File: src/include/pmc_pkg.sv
package pmc_pkg;

  // ****************************************************************
  // register map (word offsets on the plain register port)
  // ****************************************************************
  localparam logic [3:0] SYNTH_CTL_OFS    = 4'h0;
  localparam logic [3:0] REG_CTL_OFS      = 4'h1;
  localparam logic [3:0] MODE_REQ_OFS     = 4'h2;
  localparam logic [3:0] STATUS_OFS       = 4'h3;

  // synth_control_register fields
  localparam int SYNTH_EN_BIT    = 0;
  localparam int SYNTH_BYP_BIT   = 1;
  localparam int SYNTH_MULT_LSB  = 8;
  localparam int SYNTH_MULT_W    = 6;

  // regulator_control_register fields
  localparam int REG_LEVEL_LSB   = 0;
  localparam int REG_LEVEL_W     = 2;
  localparam int WAKE_PHY_BIT    = 8;
  localparam int WAKE_RTC_BIT    = 9;
  localparam int WAKE_RST_BIT    = 10;
  localparam int SDRAM_RET_BIT   = 11;

  localparam logic [1:0]  REG_LEVEL_OFF   = 2'h0;
  localparam logic [31:0] SYNTH_CTL_RST   = 32'h0000_0601;
  localparam logic [31:0] REG_CTL_RST     = 32'h0000_0701;
  localparam logic [5:0]  MULT_RST        = 6'h06;

  // mode request codes written to MODE_REQ_OFS
  localparam logic [2:0] REQ_SLEEP   = 3'h1;
  localparam logic [2:0] REQ_DEEP    = 3'h2;
  localparam logic [2:0] REQ_HIB     = 3'h3;
  localparam logic [2:0] REQ_FULL    = 3'h4;
  localparam logic [2:0] REQ_ACTIVE  = 3'h5;

  typedef enum logic [2:0] {
    PMC_FULL_ON   = 3'b000,
    PMC_ACTIVE    = 3'b001,
    PMC_SLEEP     = 3'b010,
    PMC_DEEP      = 3'b011,
    PMC_HIBERNATE = 3'b100,
    PMC_WAIT_PG   = 3'b101
  } pmc_mode_t;

  typedef struct packed {
    logic synth_en;
    logic synth_bypass;
    logic core_clk_en;
    logic sys_clk_en;
    logic dma_l1_grant;
  } pmc_clk_ctl_t;

endpackage

File: src/core/pmc_power_mode_controller.sv
module pmc_power_mode_controller (
  input  wire logic                  ref_clk,
  input  wire logic                  rst_n,
  input  wire logic [3:0]            reg_addr,
  input  wire logic [31:0]           reg_wdata,
  input  wire logic                  reg_wr,
  input  wire logic                  reg_rd,
  output      logic [31:0]           reg_rdata,
  input  wire logic                  wakeup_evt,
  input  wire logic                  rtc_irq,
  input  wire logic                  reset_pin_n,
  input  wire logic                  phy_interrupt_pin_n,
  input  wire logic                  power_good_input_n,
  output      pmc_pkg::pmc_clk_ctl_t clk_ctl,
  output      logic [5:0]            active_mult,
  output      logic                  external_wake_output,
  output      logic                  pins_oe,
  output      logic                  sdram_self_refresh,
  output      logic                  core_start,
  output      logic                  soft_reset_pulse
);

  // ****************************************************************
  // pin synchronisers
  // ****************************************************************
  logic [3:0] sync1_reg;
  logic [3:0] sync2_reg;

  always_ff @(posedge ref_clk) begin
    if (!rst_n) begin
      sync1_reg <= 4'h7;
      sync2_reg <= 4'h7;
    end else begin
      sync1_reg <= {rtc_irq, reset_pin_n, phy_interrupt_pin_n,
                    power_good_input_n};
      sync2_reg <= sync1_reg;
    end
  end

  logic rtc_s;
  logic rst_pin_s_n;
  logic phy_s_n;
  logic pg_s_n;
  logic rst_pin_q_reg;
  logic rtc_q_reg;
  logic rst_fall;
  logic rtc_rise;

  assign rtc_s       = sync2_reg[3];
  assign rst_pin_s_n = sync2_reg[2];
  assign phy_s_n     = sync2_reg[1];
  assign pg_s_n      = sync2_reg[0];

  always_ff @(posedge ref_clk) begin
    if (!rst_n) begin
      rst_pin_q_reg <= 1'b1;
      rtc_q_reg     <= 1'b0;
    end else begin
      rst_pin_q_reg <= rst_pin_s_n;
      rtc_q_reg     <= rtc_s;
    end
  end

  assign rst_fall = rst_pin_q_reg & ~rst_pin_s_n;
  assign rtc_rise = rtc_s & ~rtc_q_reg;

  // ****************************************************************
  // register port decode
  // ****************************************************************
  logic        wr_synth;
  logic        wr_reg;
  logic        wr_req;
  logic [2:0]  req_code;
  pmc_pkg::pmc_mode_t mode_reg;
  pmc_pkg::pmc_mode_t mode_next;
  logic        hib_wake;

  assign wr_synth = reg_wr && reg_addr == pmc_pkg::SYNTH_CTL_OFS;
  assign wr_reg   = reg_wr && reg_addr == pmc_pkg::REG_CTL_OFS;
  assign wr_req   = reg_wr && reg_addr == pmc_pkg::MODE_REQ_OFS;
  assign req_code = wr_req ? reg_wdata[2:0] : 3'h0;

  // ****************************************************************
  // synthesiser control: lost across hibernate
  // ****************************************************************
  logic [31:0] synth_ctl_reg;
  logic [31:0] reg_ctl_reg;

  always_ff @(posedge ref_clk) begin
    if (!rst_n || hib_wake) begin
      synth_ctl_reg <= pmc_pkg::SYNTH_CTL_RST;
    end else if (wr_synth) begin
      synth_ctl_reg <= reg_wdata;
    end
  end

  // regulator control survives hibernate wakeup
  always_ff @(posedge ref_clk) begin
    if (!rst_n) begin
      reg_ctl_reg <= pmc_pkg::REG_CTL_RST;
    end else if (wr_reg) begin
      reg_ctl_reg <= reg_wdata;
    end
  end

  logic       synth_en_sw;
  logic       synth_byp_sw;
  logic [5:0] mult_sw;
  logic       level_off;

  assign synth_en_sw  = synth_ctl_reg[pmc_pkg::SYNTH_EN_BIT];
  assign synth_byp_sw = synth_ctl_reg[pmc_pkg::SYNTH_BYP_BIT];
  assign mult_sw      = synth_ctl_reg[pmc_pkg::SYNTH_MULT_LSB +:
                                      pmc_pkg::SYNTH_MULT_W];
  assign level_off    = reg_ctl_reg[pmc_pkg::REG_LEVEL_LSB +:
                                    pmc_pkg::REG_LEVEL_W]
                        == pmc_pkg::REG_LEVEL_OFF;

  // ****************************************************************
  // hibernate wake sources
  // ****************************************************************
  assign hib_wake = mode_reg == pmc_pkg::PMC_HIBERNATE &&
    ((reg_ctl_reg[pmc_pkg::WAKE_PHY_BIT] && !phy_s_n) ||
     (reg_ctl_reg[pmc_pkg::WAKE_RTC_BIT] && rtc_rise) ||
     (reg_ctl_reg[pmc_pkg::WAKE_RST_BIT] && rst_fall));

  // ****************************************************************
  // mode state machine
  // ****************************************************************
  always_comb begin
    mode_next = mode_reg;
    case (mode_reg)
      pmc_pkg::PMC_FULL_ON: begin
        if (req_code == pmc_pkg::REQ_ACTIVE) begin
          mode_next = pmc_pkg::PMC_ACTIVE;
        end else if (req_code == pmc_pkg::REQ_SLEEP) begin
          mode_next = pmc_pkg::PMC_SLEEP;
        end else if (req_code == pmc_pkg::REQ_DEEP) begin
          mode_next = pmc_pkg::PMC_DEEP;
        end else if (req_code == pmc_pkg::REQ_HIB && level_off) begin
          mode_next = pmc_pkg::PMC_HIBERNATE;
        end
      end
      pmc_pkg::PMC_ACTIVE: begin
        // full-on and sleep need the synthesiser running again
        if (req_code == pmc_pkg::REQ_FULL && synth_en_sw) begin
          mode_next = pmc_pkg::PMC_FULL_ON;
        end else if (req_code == pmc_pkg::REQ_SLEEP && synth_en_sw) begin
          mode_next = pmc_pkg::PMC_SLEEP;
        end else if (req_code == pmc_pkg::REQ_DEEP) begin
          mode_next = pmc_pkg::PMC_DEEP;
        end else if (req_code == pmc_pkg::REQ_HIB && level_off) begin
          mode_next = pmc_pkg::PMC_HIBERNATE;
        end
      end
      pmc_pkg::PMC_SLEEP: begin
        if (wakeup_evt || rtc_rise) begin
          mode_next = synth_byp_sw ? pmc_pkg::PMC_ACTIVE
                                   : pmc_pkg::PMC_FULL_ON;
        end
      end
      pmc_pkg::PMC_DEEP: begin
        if (rst_fall) begin
          mode_next = pmc_pkg::PMC_FULL_ON;
        end else if (rtc_rise) begin
          mode_next = pmc_pkg::PMC_ACTIVE;
        end
      end
      pmc_pkg::PMC_HIBERNATE: begin
        if (hib_wake) begin
          mode_next = pmc_pkg::PMC_WAIT_PG;
        end
      end
      pmc_pkg::PMC_WAIT_PG: begin
        if (!pg_s_n) begin
          mode_next = pmc_pkg::PMC_FULL_ON;
        end
      end
      default: begin
        mode_next = pmc_pkg::PMC_FULL_ON;
      end
    endcase
  end

  always_ff @(posedge ref_clk) begin
    if (!rst_n) begin
      mode_reg <= pmc_pkg::PMC_WAIT_PG;
    end else begin
      mode_reg <= mode_next;
    end
  end

  // ****************************************************************
  // clock gating, registered from mode_next; synth_en in active mode also follows synth_en_sw
  // ****************************************************************
  pmc_pkg::pmc_clk_ctl_t clk_next;

  always_comb begin
    clk_next = '0;
    case (mode_next)
      pmc_pkg::PMC_FULL_ON: begin
        clk_next = '{1'b1, 1'b0, 1'b1, 1'b1, 1'b1};
      end
      pmc_pkg::PMC_ACTIVE: begin
        clk_next = '{synth_en_sw, 1'b1, 1'b1, 1'b1, 1'b1};
      end
      pmc_pkg::PMC_SLEEP: begin
        clk_next = '{1'b1, 1'b0, 1'b0, 1'b1, 1'b0};
      end
      pmc_pkg::PMC_DEEP: begin
        clk_next = '0;
      end
      default: begin
        clk_next = '0;
      end
    endcase
  end

  always_ff @(posedge ref_clk) begin
    if (!rst_n) begin
      clk_ctl <= '0;
    end else begin
      clk_ctl <= clk_next;
    end
  end

  // multiplier latched only on entry to full-on
  always_ff @(posedge ref_clk) begin
    if (!rst_n) begin
      active_mult <= pmc_pkg::MULT_RST;
    end else if (mode_next == pmc_pkg::PMC_FULL_ON &&
                 mode_reg != pmc_pkg::PMC_FULL_ON) begin
      active_mult <= mult_sw;
    end
  end

  // ****************************************************************
  // pins toward regulator, sdram and pads
  // ****************************************************************
  always_ff @(posedge ref_clk) begin
    if (!rst_n) begin
      external_wake_output <= 1'b1;
      pins_oe              <= 1'b0;
      sdram_self_refresh   <= 1'b0;
      core_start           <= 1'b0;
      soft_reset_pulse     <= 1'b0;
    end else begin
      external_wake_output <= !(level_off &&
                               mode_next == pmc_pkg::PMC_HIBERNATE)
                              || hib_wake;
      pins_oe              <= mode_next != pmc_pkg::PMC_HIBERNATE;
      sdram_self_refresh   <= reg_ctl_reg[pmc_pkg::SDRAM_RET_BIT] &&
                              (mode_next == pmc_pkg::PMC_HIBERNATE ||
                               mode_next == pmc_pkg::PMC_WAIT_PG);
      core_start           <= mode_next != pmc_pkg::PMC_WAIT_PG &&
                              mode_next != pmc_pkg::PMC_HIBERNATE;
      soft_reset_pulse     <= hib_wake;
    end
  end

  // ****************************************************************
  // read port
  // ****************************************************************
  always_ff @(posedge ref_clk) begin
    if (!rst_n) begin
      reg_rdata <= '0;
    end else if (reg_rd) begin
      case (reg_addr)
        pmc_pkg::SYNTH_CTL_OFS: reg_rdata <= synth_ctl_reg;
        pmc_pkg::REG_CTL_OFS:   reg_rdata <= reg_ctl_reg;
        pmc_pkg::STATUS_OFS: begin
          reg_rdata <= {24'h0000_00, pg_s_n, clk_ctl.synth_en,
                        active_mult[5:3], mode_reg};
        end
        default:                reg_rdata <= '0;
      endcase
    end else begin
      reg_rdata <= '0;
    end
  end

endmodule // pmc_power_mode_controller

File: config.mk
export PLATFORM = sky130hd
export DESIGN_NAME = pmc_power_mode_controller
export DESIGN_NICKNAME = d
export VERILOG_FILES = /design/src/include/pmc_pkg.sv /design/src/core/pmc_power_mode_controller.sv
export SDC_FILE = /design/constraint.sdc
export NUM_CORES = 1
export LEC_CHECK = 0
export ABC_AREA = 1
export ABC_CLOCK_PERIOD_IN_PS = 2100
export BUFFER_PORTS_ARGS = -buffer_cell sky130_fd_sc_hd__buf_2
export CAP_MARGIN = 40
export CORE_AREA = 2 2 83 124
export CTS_BUF_LIST = sky130_fd_sc_hd__clkbuf_2 sky130_fd_sc_hd__clkbuf_4 sky130_fd_sc_hd__clkbuf_8
export DETAILED_ROUTE_END_ITERATION = 7
export DIE_AREA = 0 0 85 126
export GPL_TIMING_DRIVEN = 0
export PLACE_DENSITY = 0.69
export SLEW_MARGIN = 0
export SYNTH_ARGS = -nofsm -noshare
export SYNTH_HDL_FRONTEND = slang
export SYNTH_SLANG_ARGS = --single-unit
File: constraint.sdc
create_clock -name ref_clk -period 2.1 [get_ports ref_clk]
set_clock_uncertainty 0.1 [all_clocks]
set_input_delay 0.105 -clock ref_clk [delete_from_list [all_inputs] [get_ports ref_clk]]
set_output_delay 0.105 -clock ref_clk [all_outputs]
set_load 0.1 [all_outputs]
==> results of run 1 <==
[layout make-up]
| class | instances | area (um^2) | share of cell area |
|---|---|---|---|
| Clock inverter | 2 | 10.01 | 0.001656 |
| Clock buffer | 27 | 334.1 | 0.05527 |
| Sequential cell | 124 | 2484 | 0.4109 |
| Multi-Input combinational cell | 404 | 1907 | 0.3155 |
| Tap cell | 115 | 143.9 | 0.02380 |
| Buffer | 32 | 128.9 | 0.02132 |
| Timing Repair Buffer | 131 | 853.3 | 0.1412 |
| Inverter | 49 | 183.9 | 0.03043 |
[metal layers]
| layer | GRT usage | part of all wire |
|---|---|---|
| met5 | 0 | 0 |
| met1 | 0.2550 | 0.39 |
| met4 | 0.1298 | 0.035 |
| met3 | 0.05701 | 0.054 |
| met2 | 0.4256 | 0.52 |
[what timing repair did]
action	CTS	global route
gates resized for setup	1	5
endpoints found under the hold margin	69	0
hold buffers	38	0
setup endpoints to repair	2	16
setup buffers	0	3
pin swaps	0	2
[where the power goes]
group / internal (mW) / leakage [nW] / switching [mW]
sequential: 2.46 / 1.00 / 0.0622
combinational: 0.323 / 1.39 / 0.996
clock: 0.996 / 0.186 / 0.841
[placed cells by master, fill, tap and decap left out]
cell and instances:
o221ai_1 2, a21oi_1 82, nor3_1 3, nand3_1 47
nand3_2 1, clkinv_2 2, o21ai_0 10, clkbuf_8 21
nor3_2 2, nand4_1 10, nor2_1 25, nor2_8 1
nor2_2 2, nand2_1 186, o21a_1 1, inv_2 2
o211ai_1 10, a21oi_2 1, nand3_4 1, dfxtp_1 123
nand3b_1 2, dfxtp_2 1, nor2_4 3, inv_1 47
clkbuf_4 6, or2_1 1, nand2_2 7, buf_4 4
or2_2 6, a21oi_4 1, buf_2 94, clkbuf_1 27
dlygate4sd3_1 38
[through the flow]
stage	hold WS, ns	utilization
5_1_grt	0.03504	0.6274
3_3_place_gp	0.1899	0.5483
3_5_place_dp	0.1987	0.5483
6_report	0.01826	0.6274
4_1_cts	0.007170	0.6238
2_1_floorplan	0.1026	-
[path summary, 6_finish.rpt]
kind,start,to,depth (start not counted)
worst min register to register,sync1_reg[1]$_SDFF_PN1_,sync2_reg[1]$_SDFF_PN1_,1
worst min-delay path,reg_addr[1],reg_rdata[31]$_SDFF_PN0_,4
worst max-delay path,mode_reg[1]$_SDFF_PN0_,active_mult[4]$_SDFFE_PN0P_,12
worst max register to register,mode_reg[1]$_SDFF_PN0_,active_mult[4]$_SDFFE_PN0P_,12
[worst reg2reg max path, stage by stage (launching register included)]
cell and delay (ns):
dfxtp_1 0.41, inv_1 0.14, nand2_1 0.16, nor2_1 0.06, nand2_1 0.09, inv_1 0.07
nor2_1 0.12, o21ai_0 0.12, nor2_2 0.20, buf_4 0.18, nand4_1 0.09, nand2_1 0.08
nor2_1 0.05
[logic make-up (layout without fill, tap and decap cells)]
kind of cell / count (synthesis) / in the layout / share of synthesized area
AOI/OAI and AO/OA: 107 / 107 / 0.1249
buffers and inverters: 82 / 241 / 0.06752
DFF: 124 / 124 / 0.5295
and+or+nand+nor: 297 / 297 / 0.2781
==> impl_metrics.json, run 1 <==
{
  "syn2layout_area_growth_pct": 28.93,
  "fin_area_um2": 6045,
  "nFillCells": 856,
  "cts_tree": "done",
  "synthTopCellsByArea": "dfxtp_1 53%, nand2_1 15%, a21oi_1 8.8%, nand3_1 5.0%, inv_1 3.8%",
  "path_class": "flip-flop to flip-flop",
  "grt_max_degree": 17,
  "overflow": 0,
  "max_stage_delay_ns": 0.41,
  "hold_path_class": "primary input to flip-flop",
  "status": "complete, no violations",
  "setup_viol": 0,
  "syn-num-nets": 655,
  "r2r_setup_slack_ns": 0.12,
  "routedWlPerCell_um": 14.05,
  "rows": 44,
  "syn_inst": 610,
  "drc": 0,
  "min_period_ns": 1.978,
  "fmax_ghz": 0.5056,
  "clock_latency_ns": 0.44,
  "ys_ff_latch": 124,
  "tightest_slew_ns": 0.7025,
  "synth_warnings": 0,
  "path_cells": "inv_1 -> nand2_1 -> nor2_1 -> nand2_1 -> inv_1 -> nor2_1 -> o21ai_0 -> nor2_2 -> buf_4 -> nand4_1 -> nand2_1 -> nor2_1",
  "start_util": 0.4866,
  "grt_pass1_wl_um": 20000,
  "clk_pin_slew_ns": 0.07,
  "n_antenna_cell": 0,
  "grt_pass1_vias": 4360,
  "io_pins": 93,
  "yosysUniqueCellTypes": 29,
  "dominantRegCellSynth": "dfxtp_1",
  "synth_top_cell_by_area": "dfxtp_1",
  "ys_top_cells_by_count": "186 x nand2_1, 124 x dfxtp_1, 82 x a21oi_1, 47 x inv_1, 47 x nand3_1",
  "path_buf_inv": 3,
  "leakagePower_nw": 2.583,
  "powerDensity_nw_per_um2": 939.5,
  "cap_violations": 0,
  "syn_area_um2": 4688,
  "finalHoldViolations": 0,
  "avgSynthCellArea_um2": 7.686,
  "die_w_um": 85,
  "drive_gt1_frac": 0.2016,
  "nets": 804,
  "start_kind": "flip-flop",
  "slowest_stage": "dfxtp_1",
  "drtAntennaViolNets": 0,
  "vias_per_cell": 5.131,
  "core_area_um2": 9634,
  "grtUsageTotal": 0.2389,
  "period_share": 0.9419,
  "cts_buffers": 17,
  "end_kind": "flip-flop",
  "cts_htree_levels": 4,
  "synth_top_area_frac": 0.5295,
  "cts-root-buf": "clkbuf_8",
  "die_h_um": 126,
  "place_area_um2": 5283,
  "report.final.slew_viol_count": 0,
  "yosysMostFrequentCell": "nand2_1",
  "dpl.cell_count": 815,
  "finalNonFillerCells": 884,
  "post-place-ws_ns": -0.01936,
  "cts.path.max_buffers": 2,
  "dp_hpwl_um": 8754,
  "slew_headroom": 0.5291,
  "fin_ws_ns": 0.1221,
  "critPathTopFamily": "simple AND/OR/NAND/NOR gates",
  "synth-seq-area-share": 0.5295,
  "num_vias": 4536,
  "finalWirelength_um": 12420,
  "synth_edf_count": 0,
  "dr.pass1.iters": 8,
  "port_buffers": 90,
  "fp.dieArea_um2": 10710,
  "numClockSinks": 124,
  "cp.required_ns": 2.34,
  "antenna_found_initial": 0,
  "synthArstFlopShare": 0,
  "place_congestion": 0.8662,
  "finalSetupTns_ns": 0,
  "worstPathArrival_ns": 2.21,
  "finalPower_mw": 5.679,
  "drt_iter0_markers": 275,
  "peakVddDrop_mv": 0.7817,
  "crit_fanout": 6
}
Power figures use the tool's default switching activity.
==> run 2, diff against run 1 <==
--- a/config.mk
+++ b/config.mk
@@ -9,12 +9,14 @@
 export ABC_CLOCK_PERIOD_IN_PS = 2100
 export BUFFER_PORTS_ARGS = -buffer_cell sky130_fd_sc_hd__buf_2
 export CAP_MARGIN = 40
-export CORE_AREA = 2 2 83 124
+export CELL_PAD_IN_SITES_DETAIL_PLACEMENT = 1
+export CELL_PAD_IN_SITES_GLOBAL_PLACEMENT = 1
+export CORE_AREA = 2 2 91 136
 export CTS_BUF_LIST = sky130_fd_sc_hd__clkbuf_2 sky130_fd_sc_hd__clkbuf_4 sky130_fd_sc_hd__clkbuf_8
 export DETAILED_ROUTE_END_ITERATION = 7
-export DIE_AREA = 0 0 85 126
+export DIE_AREA = 0 0 93 138
 export GPL_TIMING_DRIVEN = 0
-export PLACE_DENSITY = 0.69
+export PLACE_DENSITY = 0.77
 export SLEW_MARGIN = 0
 export SYNTH_ARGS = -nofsm -noshare
 export SYNTH_HDL_FRONTEND = slang
==> run 2 against run 1 <==
First-iteration DRC count decreased by 47%; clock-buffer cell count shrank 4; critical endpoint is now clk_ctl[4]$_SDFF_PN0_; critical path type is now primary input to flip-flop; combinational power increased by 3%; clock power rose by 20%; die area is 20% higher; sequential share of layout area decreased by 0.85 points; total power up 7.2%; hold slack better by 0.0049 ns.
==> impl_metrics.json, run 2 (synthesis gave the netlist of run 1 again) <==
{
  "drt_iter0_markers": 146,
  "setup.worst_path.start": "reg_wr",
  "report.final.slew_viol_count": 0,
  "finalSetupTns_ns": 0,
  "vias_per_cell": 5.011,
  "min_from": "reg_wdata[0]",
  "drive_gt1_frac": 0.2117,
  "grt_pass1_vias": 5037,
  "num_vias": 4625,
  "grt_max_degree": 17,
  "clk_pin_slew_ns": 0.07,
  "worstPathArrival_ns": 2.22,
  "period_share": 0.9273,
  "cts.path.max_buffers": 2,
  "finalNonFillerCells": 923,
  "seqCellArea_um2": 2489,
  "powerDensity_nw_per_um2": 984.1,
  "rr_startpoint": "synth_ctl_reg[0]$_SDFFE_PP1P_",
  "p_switching_mw": 1.994,
  "slew_headroom": 0.4387,
  "hold_path_class": "primary input to flip-flop",
  "finalWirelength_um": 15040,
  "port_buffers": 90,
  "fmax_ghz": 0.5135,
  "min_period_ns": 1.947,
  "nets": 804,
  "cts_htree_levels": 4,
  "grt_pass1_wl_um": 24720,
  "cts_tree": "done",
  "nFillCells": 1513,
  "io_pins": 93,
  "rows": 49,
  "status": "complete, no violations",
  "cap_violations": 0,
  "start_kind": "primary input",
  "tightest_slew_ns": 0.8374,
  "grtUsageTotal": 0.2459,
  "final_common_cell": "nand2_1",
  "clock_latency_ns": 0.43,
  "end_kind": "flip-flop",
  "multi_input_area_um2": 1922,
  "whs_ns": 0.02314,
  "dp_hpwl_um": 10760,
  "numClockSinks": 124,
  "clockPowerShare": 0.362,
  "antenna_found_initial": 0,
  "fp.dieArea_um2": 12830,
  "core_area_um2": 11770,
  "dr.pass1.iters": 4,
  "cp.required_ns": 2.37,
  "leakagePower_nw": 2.609,
  "n_antenna_cell": 0,
  "drc": 0,
  "die_w_um": 93,
  "crit_fanout": 7,
  "seqPwrFrac": 0.415,
  "r2r_setup_slack_ns": 0.16,
  "layout_common_cells": "184 x nand2_1, 121 x dfxtp_1, 94 x buf_2",
  "die_h_um": 138,
  "peakVddDrop_mv": 0.5358,
  "drtAntennaViolNets": 0,
  "finalHoldViolations": 0,
  "p_comb_frac": 0.224,
  "cts_buffers": 17,
  "dpl.cell_count": 853,
  "finalPower_mw": 6.086,
  "setup_viol": 0,
  "routedWlPerCell_um": 16.30,
  "switching_share": 0.3276,
  "start_util": 0.3983,
  "overflow": 0,
  "syn2layout_area_growth_pct": 31.92,
  "place_congestion": 0.8536,
  "cts-root-buf": "clkbuf_8",
  "path_class": "primary input to flip-flop",
  "intPower_mw": 4.093
}
-- run 2: changes by cell type in the layout (fill, tap and decap cells not counted), moves of 2 or more --
cell and change:
nand2_1 -2, bufinv_16 +3, nand2_2 +2, dfxtp_1 -2, clkbuf_4 -3, nor2_1 -2
-- run 2: per-stage QoR --
step             util  worst slack [ns]  cell area [um^2]
2_1_floorplan       -            0.4299              4688
3_3_place_gp   0.4528           -0.1108              5330
3_5_place_dp   0.4528           -0.1813              5330
4_1_cts        0.5215           0.01178              6138
5_1_grt        0.5254          -0.01066              6185
6_report       0.5254            0.1527              6185
-- run 2: routing by layer --
| metal | part of all wire | up-vias | global-route usage |
|---|---|---|---|
| met3 | 0.034 | 32 | 0.05286 |
| met5 | 0 | - | 0 |
| met2 | 0.54 | 107 | 0.4558 |
| met1 | 0.39 | 2214 | 0.2642 |
| met4 | 0.029 | 0 | 0.1014 |
| li1 | - | 2272 | - |
-- run 2: area by class of cell --
type | instances | share of cell area
plain buffers | 33 | 0.02205
inverters | 49 | 0.02974
clock inverters | 7 | 0.01821
repair buffers | 130 | 0.1368
well taps | 153 | 0.03095
flip-flops and latches | 124 | 0.4024
clock buffers | 23 | 0.04916
multi-input cells | 404 | 0.3107
-- run 2: worst max-delay path: stages --
cell,delay (ns)
dlygate4sd3_1,0.53
clkbuf_4,0.20
nand3_4,0.11
nor2_8,0.14
nand4_1,0.14
nand2_2,0.14
nand2_2,0.07
a21oi_4,0.18
buf_4,0.19
nand2_2,0.10
a21oi_2,0.15
o21a_1,0.16
-- run 2: power by group through the flow --
stage	Sequential, mW	Clock [mW]	Combinational (mW)
after CTS	2.52	2.24	1.31
after detailed placement	2.57	0	1.24
after global routing	2.53	2.35	1.45
after global placement	2.57	0	1.22
final	2.52	2.20	1.36
after floorplan	3.05	0	0.458
-- run 2: final timing paths --
kind	end	cells past startpoint
worst min-delay path	synth_ctl_reg[0]$_SDFFE_PP1P_	3
worst max register to register	clk_ctl[4]$_SDFF_PN0_	12
worst min register to register	sync2_reg[0]$_SDFF_PN1_	1
worst max-delay path	clk_ctl[4]$_SDFF_PN0_	12
-- run 2: timing repair --
action	in CTS	in global routing
buffers inserted	0	2
gates cloned	0	0
resized for setup	4	14
hold buffers	38	0
pin swaps	0	4
endpoints found under the setup margin	16	18
hold endpoints to repair	68	0
==> run 3, diff against run 2 <==
--- a/config.mk
+++ b/config.mk
@@ -16,7 +16,8 @@
 export DETAILED_ROUTE_END_ITERATION = 7
 export DIE_AREA = 0 0 93 138
 export GPL_TIMING_DRIVEN = 0
-export PLACE_DENSITY = 0.77
+export PLACE_DENSITY = 0.88
+export SETUP_SLACK_MARGIN = 0.2
 export SLEW_MARGIN = 0
 export SYNTH_ARGS = -nofsm -noshare
 export SYNTH_HDL_FRONTEND = slang
==> run 3 against run 2 <==
Design area rose by 3.4%; final cell count rose by 1.1%; register-to-register slack improved by 0.02 ns; worst setup slack improved by 0.029 ns; critical path depth did not move; wire length rose by 21%; critical path type is now flip-flop to flip-flop; largest cell class unchanged.
==> impl_metrics.json, run 3 (synthesis gave the netlist of run 1 again) <==
{
  "cts_htree_levels": 4,
  "cts_tree": "done",
  "place_congestion": 0.8811,
  "multi_input_area_um2": 2016,
  "vias_per_cell": 5.466,
  "final_common_cell": "nand2_1",
  "tightest_slew_ns": 0.6171,
  "report.final.slew_viol_count": 0,
  "status": "complete, no violations",
  "powerDensity_nw_per_um2": 1005,
  "routedWlPerCell_um": 19.52,
  "fp.dieArea_um2": 12830,
  "cts-root-buf": "clkbuf_8",
  "peakVddDrop_mv": 0.4744,
  "path_class": "flip-flop to flip-flop",
  "die_w_um": 93,
  "cts_buffers": 17,
  "grt_pass1_vias": 5370,
  "rows": 49,
  "port_buffers": 90,
  "finalHoldViolations": 0,
  "start_util": 0.3983,
  "n_antenna_cell": 0,
  "crit_fanout": 6,
  "slew_headroom": 0.5886,
  "fin_area_um2": 6394,
  "drive_gt1_frac": 0.2474,
  "rsz0062_at_grt": "true",
  "clk_pin_slew_ns": 0.08,
  "drc": 0,
  "dr.pass1.iters": 5,
  "start_kind": "flip-flop",
  "nets": 812,
  "numClockSinks": 124,
  "setup_viol": 0,
  "place_area_um2": 5330,
  "fmax_ghz": 0.5213,
  "period_share": 0.9134,
  "clock_latency_ns": 0.45,
  "cap_violations": 0,
  "cts.path.max_buffers": 2,
  "layout_common_cells": "182 x nand2_1, 118 x dfxtp_1, 93 x buf_2",
  "leakagePower_nw": 2.685,
  "dpl.cell_count": 853,
  "min_period_ns": 1.918,
  "grt_pass1_wl_um": 27330,
  "nFillCells": 1493,
  "finalNonFillerCells": 933,
  "num_vias": 5100,
  "die_h_um": 138,
  "syn2layout_area_growth_pct": 36.38,
  "overflow": 0,
  "dp_hpwl_um": 10810,
  "antenna_found_initial": 0,
  "drtAntennaViolNets": 0,
  "hold_path_class": "primary input to flip-flop",
  "io_pins": 93,
  "grtUsageTotal": 0.2747,
  "core_area_um2": 11770,
  "drt_iter0_markers": 338,
  "finalWirelength_um": 18210,
  "seqCellArea_um2": 2497,
  "end_kind": "flip-flop",
  "worstPathArrival_ns": 2.19,
  "cp.required_ns": 2.38,
  "grt_max_degree": 17
}
-- run 3: cell count changes in the layout (fill, tap and decap cells not counted), moves of 3 or more --
| cell | before | now |
|---|---|---|
| dfxtp_1 | 121 | 118 |
| nand2_2 | 9 | 6 |
| inv_2 | 3 | 7 |
| buf_4 | 3 | 11 |
| nor3_4 | 0 | 3 |
| nand2_4 | 0 | 5 |
| nand3_1 | 47 | 43 |
| nand3_2 | 1 | 5 |
| inv_1 | 46 | 41 |
| nor2_1 | 23 | 19 |
| clkbuf_8 | 21 | 18 |
-- run 3: timing repair --
action,in CTS,in global routing
hold endpoints to repair,69,0
setup buffers,5,5
pin swaps,5,15
setup endpoints to repair,39,56
hold buffers,38,0
gates resized for setup,18,38
-- run 3: layout make-up --
type | count | share of cell area
buffer | 33 | 0.02153
clock buffer | 21 | 0.04227
clock inverter | 11 | 0.02622
inverter | 49 | 0.02916
multi-input combinational | 404 | 0.3153
sequential | 124 | 0.3906
tap | 153 | 0.02994
timing repair buffer | 138 | 0.1450
-- run 3: stage by stage --
step / hold slack (ns) / setup TNS, ns / setup slack (ns) / util / power (mW)
global placement: 0.1900 / -0.2746 / -0.03259 / 0.4528 / 3.770
floorplan: 0.1026 / 0 / 0.4299 / - / 3.505
CTS: 0.05511 / 0 / 0.2034 / 0.5301 / 6.267
finish: 0.06748 / 0 / 0.1819 / 0.5432 / 6.425
detailed placement: 0.1940 / -3.498 / -0.1455 / 0.4528 / 3.806
global route: 0.08029 / 0 / 0.1039 / 0.5432 / 6.603
-- run 3: where the power goes --
| part | internal, mW | switching [mW] |
|---|---|---|
| Combinational | 0.410 | 1.15 |
| Clock | 1.36 | 0.973 |
| Sequential | 2.46 | 0.0748 |
| Total | 4.23 | 2.20 |
-- run 3: metal layers --
metal / up-vias / wire, um / track usage
met3: 104 / 1048 / 0.06322
li1: 2286 / - / -
met1: 2448 / 6392 / 0.2657
met5: - / 0 / 0
met4: 0 / 1184 / 0.1858
met2: 262 / 9583 / 0.5027
-- run 3: final timing paths --
check                                              from                           to  slack (ns)  cells past startpoint
worst max-delay path            sync2_reg[2]$_SDFF_PN1_  active_mult[4]$_SDFFE_PN0P_        0.18                     12
worst min-delay path                        reg_addr[1]     reg_rdata[14]$_SDFF_PN0_        0.07                      4
worst max register to register  sync2_reg[2]$_SDFF_PN1_  active_mult[4]$_SDFFE_PN0P_        0.18                     12
worst min register to register  sync1_reg[3]$_SDFF_PN0_      sync2_reg[3]$_SDFF_PN0_        0.34                      2
-- run 3: worst max-delay path, cell delays in order, from the launching register on --
cell and delay [ns]:
dfxtp_1 0.33, inv_2 0.07, nand3_1 0.08, o211ai_1 0.16
nand2_2 0.12, inv_2 0.07, nor2_4 0.13, inv_1 0.07
nor2_2 0.12, nand3b_1 0.14, nor2_4 0.24, nor2_1 0.09
nor2_1 0.12
